$ cat src/inc/mafp_pkg.sv
// package of constants, types and register map for the memory attribute fault policy
package mafp_pkg;

	// wishbone register offsets (byte addresses)
	localparam logic [7:0] CTRL_OFS = 8'h00;
	localparam logic [7:0] STAT_OFS = 8'h04;
	localparam logic [7:0] CNT_OFS = 8'h08;

	// control register field positions
	localparam int TRAP_MISALIGNED_BIT = 0;
	localparam int DATA_CACHE_ENABLE_BIT = 1;
	localparam int INSTR_CACHE_ENABLE_BIT = 2;
	localparam int DATA_CACHE_ACTIVE_BIT = 3;
	localparam int INSTR_CACHE_ACTIVE_BIT = 4;
	localparam int SECURE_DEBUG_ENABLE_BIT = 5;
	localparam int CTRL_WIDTH = 6;
	localparam logic [CTRL_WIDTH-1:0] CTRL_RESET = 6'h00;

	// status register field positions
	localparam int ST_SECURE_BIT = 0;
	localparam int ST_UNALIGNED_BIT = 1;
	localparam int ST_NO_COPROCESSOR_FAULT_BIT = 2;
	localparam int ST_DBGERR_BIT = 3;
	localparam int ST_BUSERR_BIT = 4;
	localparam int STAT_WIDTH = 5;
	localparam logic [STAT_WIDTH-1:0] STAT_RESET = 5'h00;

	localparam logic [31:0] UNMAPPED_READ = 32'h0000_0000;

	// number of tightly coupled memory ports
	localparam int TCM_PORTS = 5;

	// access size codes (bytes = 1 << size)
	typedef enum logic [1:0] {
		SZ_BYTE,
		SZ_HALF,
		SZ_WORD,
		SZ_DWORD
	} mafp_size_t;

	// requesting source
	typedef enum logic [1:0] {
		SRC_LOAD_STORE,
		SRC_FETCH,
		SRC_DEBUG
	} mafp_source_t;

	// target interface chosen for the access
	typedef enum logic [2:0] {
		TGT_AXI,
		TGT_PERIPH_AHB,
		TGT_PERIPH_APB,
		TGT_TCM,
		TGT_NONE
	} mafp_target_t;

	// wishbone slave state
	typedef enum logic [1:0] {
		WB_IDLE,
		WB_ACK
	} mafp_wbstate_t;

endpackage : mafp_pkg

$ cat src/hw/mafp_policy.sv
// memory attribute fault policy: classifies accesses, raises faults
`timescale 1ns/100ps
//
// Overview of operation
// - failed security attribution of non-debug, non-speculative access raises security fault
// - debug security state uses same attribution
// - blocked secure debug access gives bus error
// - trap enable faults any unaligned non-debug, non-speculative access
// - unaligned device or unsupported instruction faults
// - vector access misaligned to element faults
// - absent coprocessor raises no-coprocessor fault
// - only normal cacheable memory is cached
// - data shareable uncached; cache needs enable, active
// - fetch cached regardless of shareability; needs enable, active
// - every axi store goes through store buffer
// - only shareable exclusives marked exclusive on bus
// - non-shared uses internal monitor; shared both
// - only normal memory is restartable
// - merge normal; device only for vector micro-ops
// - vector device accesses may combine per micro-op
// - speculative tcm reads may use any port
// - no speculative xn fetch on axi, non-cacheable linefill
// - no speculative reads or linefills to device
// - no speculative peripheral reads, no speculative writes
// - tcm addresses always treated as normal
// - speculative error responses discarded without fault
module mafp_policy
	import mafp_pkg::*;
#(
	parameter int ADDR_WIDTH = 32,
	parameter int CNT_WIDTH = 16
) (
	input wire logic clk,
	input wire logic rst,
	input wire logic clkEn,
	// wishbone slave
	input wire logic wbCyc,
	input wire logic wbStb,
	input wire logic wbWe,
	input wire logic [7:0] wbAdr,
	input wire logic [3:0] wbSel,
	input wire logic [31:0] wbDatI,
	output logic [31:0] wbDatO,
	output logic wbAck,
	// access request
	input wire logic reqValid,
	input wire mafp_pkg::mafp_source_t reqSource,
	input wire logic reqWrite,
	input wire logic [ADDR_WIDTH-1:0] reqAddr,
	input wire mafp_pkg::mafp_size_t reqSize,
	input wire logic reqDevice,
	input wire logic reqShareable,
	input wire logic reqCacheable,
	input wire logic reqExecNever,
	input wire logic reqExclusive,
	input wire logic reqSpeculative,
	input wire logic reqLinefill,
	input wire logic reqVector,
	input wire mafp_pkg::mafp_size_t reqElemSize,
	input wire logic reqNoUnalignInstr,
	input wire logic reqCoproc,
	input wire logic coprocPresent,
	input wire logic reqTcmHit,
	input wire logic reqPeriphAhb,
	input wire logic reqPeriphApb,
	// attribution result from the security attribution logic
	input wire logic attrSecure,
	input wire logic attrFail,
	input wire logic debugAhbNonsecure,
	// bus error response returning for an earlier access
	input wire logic busErrValid,
	input wire logic busErrSpeculative,
	// decided access
	output logic accValid,
	output mafp_pkg::mafp_target_t accTarget,
	output logic accNonsecure,
	output logic accCacheable,
	output logic accExclMark,
	output logic accExtMonitor,
	output logic accIntMonitor,
	output logic accViaStoreBuffer,
	output logic accMergeable,
	output logic accRestartable,
	output logic accAnyTcmPort,
	output logic accSuppressed,
	// fault pulses
	output logic secureFault,
	output logic unalignedFault,
	output logic noCoprocFault,
	output logic debugBusError,
	output logic busFault
);

	////////////////////////////////////////////////////////////////////////
	// combinational classification

	logic [CTRL_WIDTH-1:0] ctrl_reg;
	logic [STAT_WIDTH-1:0] stat_reg;
	logic [CNT_WIDTH-1:0] suppCnt_reg;
	mafp_wbstate_t wbState_reg;

	logic isNormal;
	logic isDebug;
	logic misaligned;
	logic vecMisaligned;
	logic secFault;
	logic dbgBlock;
	logic alignFault;
	logic cpFault;
	logic anyFault;
	logic cacheOk;
	logic specBlock;
	mafp_target_t target;

	function automatic logic misalignedFor(
		input logic [2:0] low,
		input mafp_size_t sz
	);
		case (sz)
			SZ_BYTE: misalignedFor = 1'b0;
			SZ_HALF: misalignedFor = low[0];
			SZ_WORD: misalignedFor = |low[1:0];
			SZ_DWORD: misalignedFor = |low;
			default: misalignedFor = 1'b0;
		endcase
	endfunction : misalignedFor

	// tightly coupled memory always counts as normal
	assign isNormal = reqTcmHit | ~reqDevice;
	assign isDebug = (reqSource == SRC_DEBUG);
	assign misaligned = misalignedFor(reqAddr[2:0], reqSize);
	assign vecMisaligned = reqVector &
		misalignedFor(reqAddr[2:0], reqElemSize);

	// debugger blocked on secure memory without secure debug
	assign dbgBlock = isDebug & attrSecure &
		(~ctrl_reg[SECURE_DEBUG_ENABLE_BIT] | debugAhbNonsecure);
	assign secFault = attrFail & ~isDebug & ~reqSpeculative;
	assign alignFault = ~isDebug & ~reqSpeculative & (vecMisaligned |
		(misaligned & (ctrl_reg[TRAP_MISALIGNED_BIT] |
		~isNormal | reqNoUnalignInstr)));
	assign cpFault = reqCoproc & ~coprocPresent;
	assign anyFault = secFault | alignFault | cpFault | dbgBlock |
		(attrFail & isDebug);

	always_comb begin
		if (reqTcmHit)
			target = TGT_TCM;
		else if (reqPeriphApb)
			target = TGT_PERIPH_APB;
		else if (reqPeriphAhb)
			target = TGT_PERIPH_AHB;
		else
			target = TGT_AXI;
	end

	// cache eligibility per side
	always_comb begin
		if (!isNormal || !reqCacheable || target != TGT_AXI)
			cacheOk = 1'b0;
		else if (reqSource == SRC_FETCH)
			cacheOk = ctrl_reg[INSTR_CACHE_ENABLE_BIT] &
				ctrl_reg[INSTR_CACHE_ACTIVE_BIT];
		else
			cacheOk = ~reqShareable & ctrl_reg[DATA_CACHE_ENABLE_BIT] &
				ctrl_reg[DATA_CACHE_ACTIVE_BIT];
	end

	// speculation limits
	always_comb begin
		specBlock = 1'b0;
		if (reqSpeculative) begin
			if (reqWrite)
				specBlock = 1'b1;
			else if (target == TGT_PERIPH_AHB || target == TGT_PERIPH_APB)
				specBlock = 1'b1;
			else if (!isNormal)
				specBlock = 1'b1;
			else if (reqSource == SRC_FETCH && reqExecNever &&
				target == TGT_AXI)
				specBlock = 1'b1;
			else if (reqLinefill && !cacheOk)
				specBlock = 1'b1;
		end
	end

	////////////////////////////////////////////////////////////////////////
	// registered access decision

	always_ff @(posedge clk or posedge rst) begin
		if (rst) begin
			accValid <= 1'b0;
			accTarget <= TGT_NONE;
			accNonsecure <= 1'b0;
			accCacheable <= 1'b0;
			accExclMark <= 1'b0;
			accExtMonitor <= 1'b0;
			accIntMonitor <= 1'b0;
			accViaStoreBuffer <= 1'b0;
			accMergeable <= 1'b0;
			accRestartable <= 1'b0;
			accAnyTcmPort <= 1'b0;
			accSuppressed <= 1'b0;
		end else if (clkEn) begin
			accValid <= reqValid & ~anyFault & ~specBlock;
			accSuppressed <= reqValid & specBlock & ~anyFault;
			accTarget <= (reqValid & ~anyFault & ~specBlock) ? target : TGT_NONE;
			// same attribution for debug and software
			accNonsecure <= ~attrSecure;
			accCacheable <= cacheOk;
			accExclMark <= reqExclusive & reqShareable &
				(target == TGT_AXI || target == TGT_PERIPH_AHB);
			accIntMonitor <= reqExclusive;
			accExtMonitor <= reqExclusive & reqShareable;
			accViaStoreBuffer <= reqWrite & (target == TGT_AXI);
			// device merges only for vector micro-ops
			accMergeable <= isNormal | reqVector;
			accRestartable <= isNormal;
			accAnyTcmPort <= reqSpeculative & ~reqWrite & reqTcmHit;
		end
	end

	////////////////////////////////////////////////////////////////////////
	// fault pulses

	always_ff @(posedge clk or posedge rst) begin
		if (rst) begin
			secureFault <= 1'b0;
			unalignedFault <= 1'b0;
			noCoprocFault <= 1'b0;
			debugBusError <= 1'b0;
			busFault <= 1'b0;
		end else if (clkEn) begin
			secureFault <= reqValid & secFault;
			unalignedFault <= reqValid & alignFault & ~secFault;
			noCoprocFault <= reqValid & cpFault;
			debugBusError <= reqValid & isDebug & (dbgBlock | attrFail);
			busFault <= busErrValid & ~busErrSpeculative;
		end
	end

	////////////////////////////////////////////////////////////////////////
	// wishbone register file

	logic wbHit;
	logic [31:0] rdData;

	assign wbHit = wbCyc & wbStb & (wbState_reg == WB_IDLE);

	always_comb begin
		case (wbAdr)
			CTRL_OFS: rdData = {{(32-CTRL_WIDTH){1'b0}}, ctrl_reg};
			STAT_OFS: rdData = {{(32-STAT_WIDTH){1'b0}}, stat_reg};
			CNT_OFS: rdData = {{(32-CNT_WIDTH){1'b0}}, suppCnt_reg};
			default: rdData = UNMAPPED_READ;
		endcase
	end

	always_ff @(posedge clk or posedge rst) begin
		if (rst) begin
			wbState_reg <= WB_IDLE;
			wbAck <= 1'b0;
			wbDatO <= UNMAPPED_READ;
		end else if (clkEn) begin
			case (wbState_reg)
				WB_IDLE: begin
					if (wbHit) begin
						wbAck <= 1'b1;
						wbDatO <= rdData;
						wbState_reg <= WB_ACK;
					end
				end
				WB_ACK: begin
					wbAck <= 1'b0;
					wbState_reg <= WB_IDLE;
				end
				default: begin
					wbAck <= 1'b0;
					wbState_reg <= WB_IDLE;
				end
			endcase
		end
	end

	always_ff @(posedge clk or posedge rst) begin
		if (rst)
			ctrl_reg <= CTRL_RESET;
		else if (clkEn && wbHit && wbWe && wbAdr == CTRL_OFS && wbSel[0])
			ctrl_reg <= wbDatI[CTRL_WIDTH-1:0];
	end

	// sticky fault status; write one to clear, a new event wins
	logic [STAT_WIDTH-1:0] statSet;
	logic [STAT_WIDTH-1:0] statClr;

	always_comb begin
		statSet = '0;
		statSet[ST_SECURE_BIT] = reqValid & secFault;
		statSet[ST_UNALIGNED_BIT] = reqValid & alignFault;
		statSet[ST_NO_COPROCESSOR_FAULT_BIT] = reqValid & cpFault;
		statSet[ST_DBGERR_BIT] = reqValid & isDebug & (dbgBlock | attrFail);
		statSet[ST_BUSERR_BIT] = busErrValid & ~busErrSpeculative;
		statClr = '0;
		if (wbHit && wbWe && wbAdr == STAT_OFS && wbSel[0])
			statClr = wbDatI[STAT_WIDTH-1:0];
	end

	always_ff @(posedge clk or posedge rst) begin
		if (rst)
			stat_reg <= STAT_RESET;
		else if (clkEn)
			stat_reg <= (stat_reg & ~statClr) | statSet;
	end

	// count of suppressed speculative requests, saturating
	always_ff @(posedge clk or posedge rst) begin
		if (rst)
			suppCnt_reg <= '0;
		else if (clkEn && reqValid && specBlock && !anyFault &&
			suppCnt_reg != {CNT_WIDTH{1'b1}})
			suppCnt_reg <= suppCnt_reg + 1'b1;
	end

endmodule : mafp_policy

$ cat config.mk
export PLATFORM = sky130hd
export DESIGN_NAME = mafp_policy
export DESIGN_NICKNAME = d
export VERILOG_FILES = /design/src/inc/mafp_pkg.sv /design/src/hw/mafp_policy.sv
export SDC_FILE = /design/constraint.sdc
export NUM_CORES = 1
export LEC_CHECK = 0
export BUFFER_PORTS_ARGS = -buffer_cell sky130_fd_sc_hd__buf_4
export CAP_MARGIN = 30
export CORE_UTILIZATION = 45
export CTS_CLUSTER_DIAMETER = 80
export DETAILED_ROUTE_END_ITERATION = 10
export PLACE_DENSITY = 0.8
export SYNTH_ARGS = -nofsm -noshare
export SYNTH_HDL_FRONTEND = slang
export SYNTH_SLANG_ARGS = --single-unit
$ cat constraint.sdc
create_clock -name clk -period 2.3 [get_ports clk]
set_input_delay 0 -clock clk [delete_from_list [all_inputs] [get_ports clk]]
set_output_delay 0 -clock clk [all_outputs]
set_load 0.01 [all_outputs]
==> flow_summary.ini <==
[detailed_routing]
num_vias = 2728
routed_via_density = 5.39
firstDrtPassIters = 4
drc = 0
wl_per_cell_um = 16.5
wirelength_um = 8340
first_iter_violations = 142
ant_nets = 0

[place]
place_congestion = 0.846
dp_hpwl_um = 5670
portBuffers = 86
post-place-ws_ns = 0.119

[critical_path]
end_kind = flop
cp_max_fo = 6
cp.required_ns = 2.51
cp.arrival_ns = 2.38
path_class = in2reg
cp-start-kind = primary input

[floorplanning]
start_util = 0.477
rows = 29
die-area_um2 = 7260
die_w_um = 85.2
io_pins = 161
core_area_um2 = 6530
die_y_um = 85.2

[clock_tree]
path_clk_slew_ns = 0.07
h-tree-depth = 3
root_buffer = clkbuf_8
cts_buffers = 9
post_cts_buffers = 0
cts.sinks = 63
cts_tree = built
cts_buffer_depth = 2
worstSkewPairLatency_ns = 0.34

[synth]
ys_ff_latch = 63
synth_cells = 292
synth_edf_count = 0
syn_area_per_cell_um2 = 10.7
yosysUniqueCellTypes = 52
syn_area_um2 = 3110
ys_seq_area_frac = 0.507
synth-async-reset-ratio = 1.00
yosysWarningCount = 0
synth_ff_type = dfrtp_1

[grt]
antenna_found_initial = 0
grt_start_max_net_pins = 42
grt.total_usage = 0.243
grt_pass1_wl_um = 13300
grt_pass1_vias = 2728
gr-total-overflow = 0

[cells_and_area]
area_delta_synth_final_pct = 41.7
nFillCells = 472
drive_above_1_share = 0.347
fin_util = 0.675
seq_area_um2 = 1580
final_cell_mix = buf_4, dfrtp_1, dlygate4sd3_1
insertedDiodeCount = 0
layout_commonest_cell = buf_4
nets = 536
multi_input_area_um2 = 1370

[pwr]
pwr-share-comb = 0.185
peakVddDrop_mv = 0.336
p_clk_frac = 0.392
power.density_nw_per_um2 = 645
swShare = 0.255
seqPwrFrac = 0.423
p_leak_nw = 2.13
p_sw_mw = 0.727
p_int_mw = 2.12

[timing]
min_period_over_period = 0.940
hold_viol = 0
slew_violations = 0
finClkSkew_ns = 0.0107
fmax_ghz = 0.463
relSlewSlack = 0.555
finalSetupViolCount = 0
tightest_slew_ns = 0.665
period_minus_slack_ns = 2.16
finalWorstSetupSlack_ns = 0.138

[worst_hold_path]
hold_class = in2reg

[run]
max_cap_viol_count = 0

[status]
status = finished, final reports clean
## power by group through the flow
| stage | combinational, mW | sequential (mW) | clock, mW |
|---|---|---|---|
| finish | 0.526 | 1.21 | 1.12 |
| global route | 0.570 | 1.21 | 1.17 |
| CTS | 0.516 | 1.20 | 1.13 |
| detailed placement | 0.480 | 1.22 | 0 |
| global placement | 0.468 | 1.22 | 0 |
| floorplan | 0.239 | 1.25 | 0 |
## stage by stage
stage	hold WS, ns	area, um^2	setup TNS, ns	power [mW]	std cells
after detailed placement	0.0698	3890	0	1.70	464
after global routing	0.0508	4410	-0.000200	2.95	506
after CTS	0.0294	4390	0	2.85	506
after global placement	0.0647	3880	0	1.69	463
final	0.0375	4410	0	2.85	506
after floorplan	0.0825	3170	0	1.49	307
## Yosys cell counts (2+ instances only)
master	count	area [um^2]
o2bb2ai_1	4	35.0
nand3_1	15	75.1
dfrtp_1	62	1550
a21o_1	2	15.0
nor4b_1	2	17.5
o21ai_0	16	80.1
xor2_1	13	114
inv_1	18	67.6
buf_4	16	120
nor3b_2	2	25.0
nor3_1	6	30.0
buf_6	2	22.5
nand2b_1	4	25.0
nor4_2	2	25.0
a21oi_1	10	50.1
nand2_1	26	97.6
nor4_4	3	63.8
nor4_1	2	12.5
ha_1	2	25.0
mux2_2	10	113
nand4_1	3	18.8
nor2_1	14	52.6
mux2i_1	7	70.1
a22o_1	10	87.6
nor2b_1	4	25.0
clkbuf_1	7	26.3
o22ai_1	5	31.3
## per-layer routing
| metal | vias up | GRT usage | share of wire |
|---|---|---|---|
| met5 | - | 0 | 0 |
| met4 | 0 | 0.119 | 0.027 |
| met3 | 21 | 0.0438 | 0.055 |
| met2 | 135 | 0.403 | 0.49 |
| met1 | 1305 | 0.309 | 0.43 |
| li1 | 1267 | - | - |
## critical path, cell delays in order
cell and delay (ns):
dlygate4sd3_1 0.54, buf_4 0.16, nor2_2 0.20, ha_1 0.26
nand2_1 0.07, a211oi_1 0.17, o21ai_1 0.17, a31oi_4 0.30
buf_4 0.20, nor3b_1 0.05, mux2_2 0.27
## cells by family after synthesis
kind of cell,count (synthesis),share of synthesized area
muxes,17,0.0587
AOI/OAI and AO/OA,59,0.133
other,1,0.00120
DFF,63,0.507
buffers and inverters,44,0.0771
and+or+nand+nor,93,0.179
xor gates and xnor gates,13,0.0366
adders and majority gates,2,0.00803
## path summary, 6_finish.rpt
check	from	endpoint	slack, ns	depth (start not counted)
setup / recovery	reqTcmHit	suppCnt_reg[14]	0.14	11
hold / removal	coprocPresent	noCoprocFault	0.04	3
setup reg to reg	wbState_reg[0]	stat_reg[4]	0.17	7
hold reg to reg	wbDatO[0]	wbDatO[0]	0.50	2
max in group asynchronous	rst	wbDatO[10]	1.55	4
min in group asynchronous	rst	accValid	0.27	4
## repair_timing
item                                   in CTS  in global routing
endpoints found under the hold margin      90                  0
hold buffers                               27                  0
resized for setup                           0                  5
setup endpoints to repair                   0                 16
## cell type report
cell class | count | share of cell area
sequential | 63 | 0.358
inverter | 18 | 0.0153
tap | 77 | 0.0218
clock buffer | 12 | 0.0374
multi-input combinational | 200 | 0.311
clock inverter | 3 | 0.0147
timing repair buffer | 133 | 0.242
Power figures use the tool's default switching activity.
